<file path="src/core/mmcs_map.svh">
`ifndef MMCS_MAP_SVH
`define MMCS_MAP_SVH
`define MMCS_B_DIAL      0
`define MMCS_B_RTS       1
`define MMCS_B_MDROP     2
`define MMCS_B_TRANSP    3
`define MMCS_B_AAOFF     4
`define MMCS_B_PTT       5
`define MMCS_B_WDOG      6
`define MMCS_B_PPAR_LO   7
`define MMCS_B_PPAR_HI   8
`define MMCS_B_LPAR_LO   9
`define MMCS_B_LPAR_HI   10
`define MMCS_B_PCRC      11
`define MMCS_B_LCRC      12
`define MMCS_B_LEASED    13
`define MMCS_B_TWOWIRE   14
`define MMCS_B_RING      15
`define MMCS_CMD_MASK    16'h7fff
`define MMCS_DEFAULT_SET 16'h0000
`define MMCS_ERR_PPAR    6
`define MMCS_ERR_LPAR    1
`define MMCS_DROP_SERIAL 8'hc9
`define MMCS_DROP_LINE   8'hca
`define MMCS_DROP_HOPS   8'hce
`define MMCS_CLK_HZ      64'd100000000
`define MMCS_WD_TIME_S   64'd30
`define MMCS_RETRY_MIN   64'd3
`define MMCS_SEC_PER_MIN 64'd60
`define MMCS_FIFO_W      10
`define MMCS_FIFO_D      4
`endif

</file>
<file path="src/core/mmcs_pkg.sv">
package mmcs_pkg;
  // Decoded parity selection for a port.
  typedef enum logic [1:0] {
    PAR_EVEN = 2'b00,
    PAR_ODD  = 2'b01,
    PAR_NONE = 2'b10
  } mmcs_par_type;
  // Watchdog dialing states.
  typedef enum logic [1:0] {
    WD_IDLE  = 2'b00,
    WD_DIAL  = 2'b01,
    WD_LINK  = 2'b10,
    WD_RETRY = 2'b11
  } mmcs_wd_type;
endpackage

</file>
<file path="src/core/mmcs_modem_mode.sv">
`timescale 1ns/10ps
`include "mmcs_map.svh"

// Small synchronous FIFO; the drain side may stall so it really fills.
module mmcs_fifo #(
  parameter int WIDTH = `MMCS_FIFO_W,
  parameter int DEPTH = `MMCS_FIFO_D
) (
  input  wire logic             clk_sys,
  input  wire logic             reset_n,
  input  wire logic             inValid,
  output logic                  inReady,
  input  wire logic [WIDTH-1:0] inData,
  output logic                  outValid,
  input  wire logic             outReady,
  output logic [WIDTH-1:0]      outData
);
  localparam int AW = $clog2(DEPTH);
  logic [WIDTH-1:0] mem [DEPTH];
  logic [AW:0]      wrPtr_r;
  logic [AW:0]      rdPtr_r;
  logic             push;
  logic             pop;

  // Full when pointers differ only in the wrap bit.
  assign inReady  = !((wrPtr_r[AW] != rdPtr_r[AW]) && (wrPtr_r[AW-1:0] == rdPtr_r[AW-1:0]));
  assign outValid = (wrPtr_r != rdPtr_r);
  assign push     = inValid && inReady;
  assign pop      = outValid && outReady;
  assign outData  = mem[rdPtr_r[AW-1:0]];

  // Storage array is written on every accepted word.
  always_ff @(posedge clk_sys) begin
    if (push) begin
      mem[wrPtr_r[AW-1:0]] <= inData;
    end
  end

  // Pointer advance.
  always_ff @(posedge clk_sys or negedge reset_n) begin
    if (!reset_n) begin
      wrPtr_r <= '0;
      rdPtr_r <= '0;
    end else begin
      if (push) begin
        wrPtr_r <= wrPtr_r + 1'b1;
      end
      if (pop) begin
        rdPtr_r <= rdPtr_r + 1'b1;
      end
    end
  end
endmodule

// Mode command and status logic of the line modem.
module mmcs_modem_mode
  import mmcs_pkg::*;
#(
  parameter logic [63:0] WD_CYC    = `MMCS_WD_TIME_S * `MMCS_CLK_HZ,
  parameter logic [63:0] RETRY_CYC = `MMCS_RETRY_MIN * `MMCS_SEC_PER_MIN * `MMCS_CLK_HZ
) (
  input  wire logic        clk_sys,
  input  wire logic        reset_n,
  input  wire logic [15:0] powerUpSettings,
  input  wire logic        rackCmdWrite,
  input  wire logic [15:0] rackCmdData,
  input  wire logic        portCmdWrite,
  input  wire logic [15:0] portCmdData,
  input  wire logic        lineCmdWrite,
  input  wire logic [15:0] lineCmdData,
  output logic [15:0]      modeCommandWord,
  output logic [15:0]      modeStateWord,
  output logic [15:0]      errorFlags,
  output logic             setupDefaulted,
  input  wire logic        carrierDetect,
  input  wire logic        clearToSend,
  input  wire logic        dialInput,
  input  wire logic        dialFailed,
  input  wire logic        hangupRequest,
  input  wire logic        ringing,
  input  wire logic        ringPulse,
  input  wire logic [7:0]  ringsToAnswer,
  input  wire logic        atDetectValid,
  input  wire logic [1:0]  atDetectParity,
  output logic             pushTalkRelay,
  output logic             rtsEnable,
  output logic             offHook,
  output logic             autoDialRequest,
  output logic             leasedAnswerMode,
  output logic             carrierSeqStart,
  output mmcs_par_type     portParity,
  output mmcs_par_type     lineParity,
  output logic             portCrc,
  output logic             lineCrc,
  input  wire logic        dropValid,
  output logic             dropReady,
  input  wire logic [7:0]  dropData,
  input  wire logic        dropLast,
  input  wire logic        dropFromLine,
  input  wire logic [7:0]  hopCount,
  output logic             verdictValid,
  input  wire logic        verdictReady,
  output logic             verdictLocal,
  output logic             verdictToLine
);
  logic [15:0]  set_r;
  logic [15:0]  set_nxt;
  logic [15:0]  rackCopy_r;
  logic [15:0]  portCopy_r;
  logic [15:0]  lineCopy_r;
  logic         loaded_r;
  logic         mdropEff;
  logic         dialUp;
  logic         offHook_r;
  logic [7:0]   ringCnt_r;
  logic         dialPrev_r;
  mmcs_wd_type  wd_r;
  logic [63:0]  wdCnt_r;
  logic         autoDial_r;
  logic         seqStart_r;
  logic [15:0]  state_r;
  logic [1:0]   atPar_r;
  logic         fValid;
  logic         fReady;
  logic [9:0]   fData;
  logic [7:0]   prevDrop_r;
  logic         vValid_r;
  logic         vLocal_r;
  logic         vToLine_r;
  logic [1:0]   pField;
  logic [1:0]   lField;

  assign dialUp   = !set_r[`MMCS_B_LEASED];
  // Multidrop only with transparent mode on a leased circuit.
  assign mdropEff = set_r[`MMCS_B_MDROP] && set_r[`MMCS_B_TRANSP] && !dialUp;

  // Apply only the bits each source has changed since its own last write.
  always_comb begin
    set_nxt = set_r;
    if (lineCmdWrite) begin
      set_nxt = (set_nxt & ~((lineCmdData ^ lineCopy_r) & `MMCS_CMD_MASK))
              | (lineCmdData & (lineCmdData ^ lineCopy_r) & `MMCS_CMD_MASK);
    end
    if (portCmdWrite) begin
      set_nxt = (set_nxt & ~((portCmdData ^ portCopy_r) & `MMCS_CMD_MASK))
              | (portCmdData & (portCmdData ^ portCopy_r) & `MMCS_CMD_MASK);
    end
    if (rackCmdWrite) begin
      set_nxt = (set_nxt & ~((rackCmdData ^ rackCopy_r) & `MMCS_CMD_MASK))
              | (rackCmdData & (rackCmdData ^ rackCopy_r) & `MMCS_CMD_MASK);
    end
    // Leaving the leased circuit for dial-up drops a multidrop selection.
    if (set_r[`MMCS_B_LEASED] && !set_nxt[`MMCS_B_LEASED]) begin
      set_nxt[`MMCS_B_MDROP] = 1'b0;
    end
  end

  // Settings register, loaded once after reset release from stored setup.
  always_ff @(posedge clk_sys or negedge reset_n) begin
    if (!reset_n) begin
      set_r          <= `MMCS_DEFAULT_SET;
      loaded_r       <= 1'b0;
      setupDefaulted <= 1'b0;
    end else if (!loaded_r) begin
      loaded_r <= 1'b1;
      if (powerUpSettings[`MMCS_B_MDROP] && !powerUpSettings[`MMCS_B_TRANSP]) begin
        set_r          <= `MMCS_DEFAULT_SET;
        setupDefaulted <= 1'b1;
      end else begin
        set_r <= powerUpSettings & `MMCS_CMD_MASK;
      end
    end else begin
      set_r <= set_nxt;
    end
  end

  // Per-source copies of the last written command word.
  always_ff @(posedge clk_sys or negedge reset_n) begin
    if (!reset_n) begin
      rackCopy_r <= `MMCS_DEFAULT_SET;
      portCopy_r <= `MMCS_DEFAULT_SET;
      lineCopy_r <= `MMCS_DEFAULT_SET;
    end else begin
      if (rackCmdWrite) begin
        rackCopy_r <= rackCmdData;
      end
      if (portCmdWrite) begin
        portCopy_r <= portCmdData;
      end
      if (lineCmdWrite) begin
        lineCopy_r <= lineCmdData;
      end
    end
  end

  // Last parity seen by the AT interpreter, used in transparent mode.
  always_ff @(posedge clk_sys or negedge reset_n) begin
    if (!reset_n) begin
      atPar_r <= 2'b00;
    end else if (!set_r[`MMCS_B_TRANSP]) begin
      atPar_r <= {set_r[`MMCS_B_PPAR_LO], set_r[`MMCS_B_PPAR_HI]};
    end else if (atDetectValid) begin
      atPar_r <= atDetectParity;
    end
  end

  // Field codes are {none bit, odd bit}; the line copies the port in transparent mode.
  assign pField = set_r[`MMCS_B_TRANSP] ? atPar_r
                : {set_r[`MMCS_B_PPAR_LO], set_r[`MMCS_B_PPAR_HI]};
  assign lField = set_r[`MMCS_B_TRANSP] ? pField
                : {set_r[`MMCS_B_LPAR_LO], set_r[`MMCS_B_LPAR_HI]};

  // Parity decode with fallback to even on the invalid code.
  always_ff @(posedge clk_sys or negedge reset_n) begin
    if (!reset_n) begin
      portParity <= PAR_EVEN;
      lineParity <= PAR_EVEN;
      errorFlags <= 16'h0000;
    end else begin
      portParity <= pField[1] ? (pField[0] ? PAR_EVEN : PAR_NONE)
                              : (pField[0] ? PAR_ODD : PAR_EVEN);
      lineParity <= lField[1] ? (lField[0] ? PAR_EVEN : PAR_NONE)
                              : (lField[0] ? PAR_ODD : PAR_EVEN);
      errorFlags <= 16'h0000;
      errorFlags[`MMCS_ERR_PPAR] <= &pField;
      errorFlags[`MMCS_ERR_LPAR] <= &lField;
    end
  end

  // Plain configuration outputs.
  always_ff @(posedge clk_sys or negedge reset_n) begin
    if (!reset_n) begin
      pushTalkRelay    <= 1'b0;
      rtsEnable        <= 1'b0;
      portCrc          <= 1'b0;
      lineCrc          <= 1'b0;
      leasedAnswerMode <= 1'b0;
      modeCommandWord  <= 16'h0000;
    end else begin
      pushTalkRelay    <= set_r[`MMCS_B_PTT];
      rtsEnable        <= set_r[`MMCS_B_RTS];
      portCrc          <= set_r[`MMCS_B_PCRC];
      lineCrc          <= set_r[`MMCS_B_LCRC];
      leasedAnswerMode <= !dialUp && !set_r[`MMCS_B_AAOFF];
      modeCommandWord  <= set_r;
    end
  end

  // Leased originator holds the carrier sequence request for as long as no carrier is detected.
  always_ff @(posedge clk_sys or negedge reset_n) begin
    if (!reset_n) begin
      seqStart_r <= 1'b0;
    end else begin
      seqStart_r <= !dialUp && set_r[`MMCS_B_AAOFF] && !carrierDetect;
    end
  end
  assign carrierSeqStart = seqStart_r;

  // Ring counting and hook control on the dial-up line.
  always_ff @(posedge clk_sys or negedge reset_n) begin
    if (!reset_n) begin
      offHook_r  <= 1'b0;
      ringCnt_r  <= 8'h00;
    end else begin
      if (!ringing || offHook_r) begin
        ringCnt_r <= 8'h00;
      end else if (ringPulse) begin
        ringCnt_r <= ringCnt_r + 8'h01;
      end
      if (!dialUp || hangupRequest) begin
        offHook_r <= 1'b0;
      end else if (autoDial_r) begin
        offHook_r <= 1'b1;
      end else if (ringing && !set_r[`MMCS_B_AAOFF] && (ringsToAnswer != 8'h00)
                   && (ringCnt_r >= ringsToAnswer)) begin
        offHook_r <= 1'b1;
      end
    end
  end
  assign offHook = offHook_r;

  // Watchdog over the dial input with timed dialing and retries.
  always_ff @(posedge clk_sys or negedge reset_n) begin
    if (!reset_n) begin
      wd_r       <= WD_IDLE;
      wdCnt_r    <= 64'h0;
      autoDial_r <= 1'b0;
      dialPrev_r <= 1'b0;
    end else begin
      dialPrev_r <= dialInput;
      autoDial_r <= 1'b0;
      if (!set_r[`MMCS_B_WDOG]) begin
        wd_r    <= WD_IDLE;
        wdCnt_r <= 64'h0;
      end else begin
        unique case (wd_r)
          WD_IDLE: begin
            if (dialInput != dialPrev_r) begin
              wdCnt_r <= 64'h0;
            end else if (wdCnt_r >= WD_CYC - 64'h1) begin
              wdCnt_r    <= 64'h0;
              autoDial_r <= 1'b1;
              wd_r       <= WD_DIAL;
            end else begin
              wdCnt_r <= wdCnt_r + 64'h1;
            end
          end
          WD_DIAL: begin
            if (carrierDetect) begin
              wd_r <= WD_LINK;
            end else if (dialFailed) begin
              wdCnt_r <= 64'h0;
              wd_r    <= WD_RETRY;
            end
          end
          WD_LINK: begin // Carrier holds the link; the dial input is ignored.
            if (!carrierDetect) begin
              wdCnt_r <= 64'h0;
              wd_r    <= WD_RETRY;
            end
          end
          WD_RETRY: begin
            if (wdCnt_r >= RETRY_CYC - 64'h1) begin
              wdCnt_r    <= 64'h0;
              autoDial_r <= 1'b1;
              wd_r       <= WD_DIAL;
            end else begin
              wdCnt_r <= wdCnt_r + 64'h1;
            end
          end
        endcase
      end
    end
  end
  assign autoDialRequest = autoDial_r;

  // Status word mirrors the live settings and line state.
  always_ff @(posedge clk_sys or negedge reset_n) begin
    if (!reset_n) begin
      state_r <= 16'h0000;
    end else begin
      state_r                    <= set_r;
      state_r[`MMCS_B_DIAL]      <= carrierDetect;
      state_r[`MMCS_B_RTS]       <= clearToSend;
      state_r[`MMCS_B_MDROP]     <= mdropEff;
      state_r[`MMCS_B_WDOG]      <= dialInput;
      state_r[`MMCS_B_TWOWIRE]   <= dialUp ? offHook_r : set_r[`MMCS_B_TWOWIRE];
      state_r[`MMCS_B_RING]      <= dialUp && ringing && !offHook_r;
    end
  end
  assign modeStateWord = state_r;

  // Route drops pass through a small FIFO ahead of the classifier.
  mmcs_fifo #(
    .WIDTH (`MMCS_FIFO_W),
    .DEPTH (`MMCS_FIFO_D)
  ) u_dropFifo (
    .clk_sys  (clk_sys),
    .reset_n  (reset_n),
    .inValid  (dropValid),
    .inReady  (dropReady),
    .inData   ({dropFromLine, dropLast, dropData}),
    .outValid (fValid),
    .outReady (fReady),
    .outData  (fData)
  );

  // The classifier stalls the FIFO while a verdict waits to be taken.
  assign fReady = !vValid_r || verdictReady;

  // Verdict per packet: local execution or forward to the other port.
  always_ff @(posedge clk_sys or negedge reset_n) begin
    if (!reset_n) begin
      prevDrop_r <= 8'h00;
      vValid_r   <= 1'b0;
      vLocal_r   <= 1'b0;
      vToLine_r  <= 1'b0;
    end else begin
      if (vValid_r && verdictReady) begin
        vValid_r <= 1'b0;
      end
      if (fValid && fReady) begin
        prevDrop_r <= fData[7:0];
        if (fData[8]) begin
          vValid_r  <= 1'b1;
          vToLine_r <= !fData[9];
          vLocal_r  <= !set_r[`MMCS_B_TRANSP] && (
                       (!fData[9] && fData[7:0] == `MMCS_DROP_SERIAL) ||
                       (fData[9] && fData[7:0] == `MMCS_DROP_LINE) ||
                       (fData[7:0] == `MMCS_DROP_HOPS && prevDrop_r == hopCount));
          prevDrop_r <= 8'h00;
        end
      end
    end
  end
  assign verdictValid  = vValid_r;
  assign verdictLocal  = vLocal_r;
  assign verdictToLine = vToLine_r;
endmodule

</file>
<file path="config.mk">
export PLATFORM = sky130hd
export DESIGN_NAME = mmcs_modem_mode
export DESIGN_NICKNAME = d
export VERILOG_FILES = /design/src/core/mmcs_pkg.sv /design/src/core/mmcs_modem_mode.sv
export VERILOG_INCLUDE_DIRS = /design/src /design/src/core
export SDC_FILE = /design/constraint.sdc
export NUM_CORES = 1
export LEC_CHECK = 0
export BUFFER_PORTS_ARGS = -buffer_cell sky130_fd_sc_hd__buf_4
export CORE_AREA = 2 2 142 144
export CTS_CLUSTER_SIZE = 8
export DETAILED_ROUTE_END_ITERATION = 7
export DIE_AREA = 0 0 144 146
export PLACE_DENSITY = 0.85
export SYNTH_ARGS = -nofsm -noshare
export SYNTH_HDL_FRONTEND = slang
export SYNTH_SLANG_ARGS = --single-unit
</file>
<file path="constraint.sdc">
create_clock -name clk_sys -period 2.8 [get_ports clk_sys]
set_input_delay 0.14 -clock clk_sys [delete_from_list [all_inputs] [get_ports clk_sys]]
set_output_delay 0.14 -clock clk_sys [all_outputs]
set_load 0.005 [all_outputs]
</file>
---- After elaboration in Yosys (flattened, before gate mapping) ----
Memories as Yosys holds them, arrays and structs flattened.
Cells that the tools add are included.
storage, ports and cells
  register bits after elaboration ......... 203
  memory bits (writable) .................. 40
  bits of input ports ..................... 107
  output and inout port bits .............. 65
  logic and storage cells ................. 168
  memories kept ........................... 1
operators by class
  $add $sub $neg .......................... 4
  $lt $le $gt $ge ......................... 3
  equality and inequality tests ........... 19
  multiplexer cells ....................... 49
  bitwise operators ....................... 16
  reduce and logical (&&, ||, !) cells .... 46
memory list
  name            depth  bits a word  rd ports  clocked after memory_dff  write ports  RTL line               RTL
  u_dropFifo.mem  4      10           1         0                         1            mmcs_modem_mode.sv:19  logic [WIDTH-1:0] mem [DEPTH];
operators with widths
  kind                     count
  $mux W64                 7
  $pmux W64 S4             1
  $add A64 B1 Y64 const B  1
  $ge A64 B32 Y1 const B   1
  $ge A64 B35 Y1 const B   1
  $mux W16                 4
  $and A16 B16 Y16         3
  $not A15 Y16             3
  $or A16 B15 Y16          3
  $and A15 B15 Y15         3
  $xor A15 B15 Y15         3
  $mux W2                  15
  $eq A8 B8 Y1 const B     3
  $mux W8                  3
  $logic_and A1 B1 Y1      20
  $ne A3 B3 Y1 const B     6
  $mux W1                  16
  $mux W15                 1
  $logic_not A1 Y1         11
  $add A8 B1 Y8 const B    1
  $eq A8 B8 Y1             1
  $ge A8 B8 Y1             1
  $pmux W2 S4              1
  $reduce_and A2 Y1        4
  other kinds (17)         24

---- Logic depth before layout (Yosys ltp) ----
  depth in word-level cells ............... 15
  depth in mapped cells ................... 11
  gate-level depth less buffers ........... 9

---- Modules after synthesis ----
From an unflattened synthesis, not the netlist that was laid out.
unflattened totals
  cells, all modules ...................... 1028
  area total of the unflattened synthesis .. 10887.9 um2
by module, submodules not included
  module           times used  cells an instance  area an instance (um2)  seq. area each (um2)
  mmcs_modem_mode  1           930                8972.4                  4504.3
  mmcs_fifo        1           98                 1915.6                  1351.3

---- Worst setup path after synthesis ----
No wires, ideal clock.
  path type ............................... reg-to-reg
  start ................................... register wdCnt_r[18]
  end ..................................... register wdCnt_r[30]
  setup time .............................. 87 ps
  arrival time ............................ 2232 ps
  required time ........................... 2713 ps
  setup slack ............................. 481 ps
  stages on the path, launching flop included .. 10
  buffers on the path ..................... 2
  clock period less this slack ............ 2319 ps
  cells stage by stage .................... dfrtp_1 > or3_4 > a2111oi_4 > o211ai_1 > a2111oi_2 > o21bai_4 > buf_6 > buf_8 > o2111ai_1 > o211ai_1
between the ends
  cells in the longest elaborated chain, start to end .. 5
  elaborated cells on any way between the ends .. 8
  those cells by class .................... add/sub: 1; order compare: 2; mux: 5
RTL lines
  what                                               RTL line                                                                RTL
  from (decl)                                        mmcs_modem_mode.sv:118                                                  logic [63:0] wdCnt_r;
  from (signal assigned)                             mmcs_modem_mode.sv:305                                                  wdCnt_r <= wdCnt_r + 64'h1;
  from (signal assigned)                             mmcs_modem_mode.sv:328                                                  wdCnt_r <= wdCnt_r + 64'h1;
  $add A64 B1 Y64 or $ge A64 B32 Y1 (tied branches)  mmcs_modem_mode.sv:305, mmcs_modem_mode.sv:328, mmcs_modem_mode.sv:300
  $mux W64                                           mmcs_modem_mode.sv:300                                                  end else if (wdCnt_r >= WD_CYC - 64'h1) begin
  $mux W64                                           mmcs_modem_mode.sv:298                                                  if (dialInput != dialPrev_r) begin
  $pmux W64 S4 (*)                                   mmcs_modem_mode.sv:296                                                  unique case (wd_r)
  $mux W64 (*)                                       mmcs_modem_mode.sv:292                                                  if (!set_r[`MMCS_B_WDOG]) begin
Mark *: on every way between the ends. The rest lies on a longest branch, timed or not.
A chain may end at the register's enable or synchronous reset.

---- Final worst setup path ----
  start ................................... register wdCnt_r[19]
  end ..................................... register wdCnt_r[20]
Same word-level chain as after synthesis.

==> flow_metrics.py <==
metrics = {
    "finish": {
        "final_cells": 1513,
        "area_growth_pct": 28.1,
        "fin_util": 0.723,
        "post-route-cell-area_um2": 14000,
        "nets": 1363,
        "drive_above_1_share": 0.213,
    },
    "clock_network": {
        "hold_buffers": 83,
        "cts.path.max_buffers": 3,
        "cts-buffers-inserted": 34,
        "cts_resized": 0,
        "clock-root-buffer": "clkbuf_16",
        "clock_sinks": 226,
        "htree_levels": 2,
        "cts_setup_buffers": 0,
        "cts_tree": "done",
        "clkTransAtPathRegs_ps": 50,
        "clkLatencyLatePin_ps": 520,
    },
    "timing": {
        "rsz0062_at_grt": "false",
        "slew_headroom": 0.519,
        "finalCriticalPeriod_ps": 2590,
        "layout_setup_ws_ps": 212,
        "fmax_ghz": 0.386,
        "tightest_slew_ps": 714,
        "fin_crit_sh": 0.924,
        "finalHoldViolations": 0,
        "fin_setup_tns_ps": 0,
        "clock_skew_ps": 21.0,
        "setup-violations-final": 0,
        "holdWs_ps": 31.7,
        "slew_violations": 0,
    },
    "global_route": {
        "first_global_vias": 9543,
        "grtUsageTotal": 0.289,
        "antenna_found_initial": 2,
        "overflow": 0,
        "grt_pass1_wl_mm": 48.5,
        "grt_max_degree": 71,
    },
    "route": {
        "first_pass_iters": 8,
        "drc": 0,
        "viasPerCell": 6.12,
        "antenna_left": 0,
        "vias": 9261,
        "wl_per_cell_um": 20.0,
        "routed_wl_mm": 30.3,
        "first_iter_violations": 863,
    },
    "placed_design": {
        "gp_congestion": 0.947,
        "dp.cells": 1383,
        "io_buffers": 152,
        "place_area_um2": 12200,
        "dpl.hpwl_mm": 17.6,
        "pre_cts_slack_ps": 250,
    },
    "power": {
        "p_int_mw": 6.99,
        "power_frac_seq": 0.416,
        "pwr-share-comb": 0.212,
        "finalPower_mw": 9.87,
        "p_per_area_nw_per_um2": 705,
        "power.leakage_nw": 6.24,
        "net-switching-power_mw": 2.88,
        "ir_drop_uv": 830,
        "p_sw_frac": 0.292,
        "clkPwrFrac": 0.372,
    },
    "yosys": {
        "netlist_instances": 1013,
        "ys_ff_latch": 226,
        "ys_async_sr_fraction": 0.823,
        "ys_seq_area_frac": 0.536,
        "synthDistinctLibCells": 68,
        "ys_warn_count": 0,
        "synth_area_um2": 10900,
        "synth_edf_count": 40,
        "synth.avg_cell_area_um2": 10.8,
        "ys.flop_type": "dfrtp_1",
    },
    "min_path": {
        "whs_path_depth": 3,
        "hold_path_class": "input port to register",
    },
    "floorplanning": {
        "core_area_um2": 19300,
        "initial_core_util": 0.565,
        "placementRows": 51,
        "ioPinCount": 172,
        "die_y_um": 146,
        "die_w_um": 144,
        "dieArea_um2": 21000,
    },
    "worst_setup_path": {
        "reg2regPathDepth": 8,
        "slowest_stage": "dfrtp_1",
        "cp_cell_sequence": "or3_4 > a2111oi_4 > o211ai_1 > a2111oi_2 > o21bai_4 > buf_12 > a41oi_1 > a31oi_1",
        "worst_setup_path_start_kind": "register",
        "crit_path_end_kind": "register",
        "cp.required_ps": 3230,
        "crit_type": "register to register",
        "crit_path_max_incr_delay_ps": 450,
        "crit_fanout": 22,
        "critPathArrivalTime_ps": 3020,
    },
    "status": {
        "status": "finished clean",
    },
    "flow_run": {
        "maxCapViolCount": 0,
    },
}
cell families (layout without fill, tap and decap cells):
kind of cell / Yosys count / count (layout) / share of synthesized area
flops: 226 / 226 / 0.536
simple gates: 296 / 296 / 0.152
mux: 58 / 58 / 0.0665
other cells: 2 / 18 / 0.000688
xor+xnor: 21 / 21 / 0.0168
fa+ha+maj: 19 / 19 / 0.0218
compound gates: 260 / 260 / 0.148
buf+inv: 131 / 350 / 0.0582
registers in the layout (all words and copies together) (netlist names), 3 cells and up:
register            flops
wdCnt_r                64
u_dropFifo.mem         40
modeStateWord          16
lineCopy_r             15
portCopy_r             15
rackCopy_r             15
set_r                  15
prevDrop_r              8
ringCnt_r               8
modeCommandWord         5
u_dropFifo.rdPtr_r      3
u_dropFifo.wrPtr_r      3
layer usage:
layer  routed length [um]  part of all wire  vias up  global-route usage
met5                    0                 0        -                   0
met4                 1190             0.039        0               0.126
met3                 2020             0.067      108              0.0563
met2                15400              0.51      469               0.500
met1                11600              0.38     4578               0.349
li1                     -                 -     4106                   -
final timing paths:
check,from,endpoint,slack (ps)
max,wdCnt_r[19]$_DFFE_PN0P_,wdCnt_r[20]$_DFFE_PN0P_,210
min,dropValid,u_dropFifo.wrPtr_r[0]$_DFFE_PN0P_,30
max reg2reg,wdCnt_r[19]$_DFFE_PN0P_,wdCnt_r[20]$_DFFE_PN0P_,210
min reg2reg,set_r[11]$_DFF_PN0_,modeStateWord[11]$_DFF_PN0_,420
max in group asynchronous,reset_n,ringCnt_r[5]$_DFFE_PN0P_,1770
min in group asynchronous,reset_n,prevDrop_r[2]$_DFFE_PN0P_,190
worst max-delay path, delay by kind of cell (launching register included):
family	cells	cell delay [ps]
buffers and inverters	1	210
DFF	1	450
and+or+nand+nor	1	410
AOI/OAI and AO/OA	6	1410
cell usage in the layout (no fill, tap or decap), types with 5 or more instances in the layout:
master / count
mux2i_1: 14
clkbuf_16: 34
o211ai_1: 5
conb_1: 16
and3_1: 47
nand2_1: 75
mux4_2: 8
o22ai_1: 7
dlygate4sd3_1: 83
nand3b_1: 14
nand3_1: 25
o31ai_1: 9
xor2_1: 17
ha_1: 19
a22oi_1: 17
buf_4: 167
nand2b_1: 19
nor4b_1: 14
nor2_1: 27
nand4_1: 16
mux2_2: 36
clkbuf_1: 7
a22o_1: 14
o21ai_0: 99
dfrtp_1: 185
nor4_1: 12
and2_1: 5
edfxtp_1: 40
a31oi_1: 17
inv_1: 50
a21oi_1: 55
nor2b_1: 7
o2bb2ai_1: 11
nor3_1: 9
power groups by stage:
stage | Combinational [mW] | Sequential, mW | Clock (mW)
CTS | 2.02 | 4.08 | 3.69
global placement | 1.80 | 4.09 | 0
finish | 2.09 | 4.10 | 3.67
floorplan | 1.28 | 4.00 | 0
detailed placement | 1.89 | 4.12 | 0
global route | 2.28 | 4.14 | 3.88
area by class of cell:
cell class / instances / area [um^2]
antenna: 2 / 5.00
clock buffer: 41 / 877
fill: 1218 / 5350
sequential: 226 / 5860
multi-input combinational: 670 / 4480
timing repair buffer: 255 / 2180
clock inverter: 4 / 67.6
tap: 265 / 332
inverter: 50 / 188
synth_stat cells (4+ instances only):
| library cell | number | area (um^2) |
|---|---|---|
| a21o_1 | 4 | 30.0 |
| a21oi_1 | 56 | 280 |
| a22o_1 | 14 | 123 |
| a22oi_1 | 17 | 128 |
| a31oi_1 | 17 | 106 |
| and2_1 | 5 | 31.3 |
| and3_1 | 47 | 294 |
| buf_1 | 4 | 15.0 |
| buf_2 | 4 | 20.0 |
| buf_4 | 32 | 240 |
| clkbuf_1 | 39 | 146 |
| dfrtp_1 | 186 | 4650 |
| edfxtp_1 | 40 | 1200 |
| ha_1 | 19 | 238 |
| inv_1 | 50 | 188 |
| mux2_2 | 36 | 405 |
| mux2i_1 | 14 | 140 |
| mux4_2 | 8 | 180 |
| nand2_1 | 75 | 282 |
| nand2b_1 | 19 | 119 |
| nand3_1 | 25 | 125 |
| nand3b_1 | 14 | 105 |
| nand4_1 | 16 | 100 |
| nor2_1 | 27 | 101 |
| nor2b_1 | 7 | 43.8 |
| nor3_1 | 9 | 45.0 |
| nor3b_1 | 4 | 30.0 |
| nor4_1 | 12 | 75.1 |
| nor4b_1 | 14 | 123 |
| o211ai_1 | 5 | 37.5 |
| o21ai_0 | 99 | 495 |
| o21ai_1 | 4 | 20.0 |
| o22ai_1 | 7 | 43.8 |
| o2bb2ai_1 | 11 | 96.3 |
| o31ai_1 | 9 | 67.6 |
| or3_1 | 4 | 25.0 |
| xnor2_1 | 4 | 35.0 |
| xor2_1 | 17 | 149 |
(Power assumes the default switching activity.)
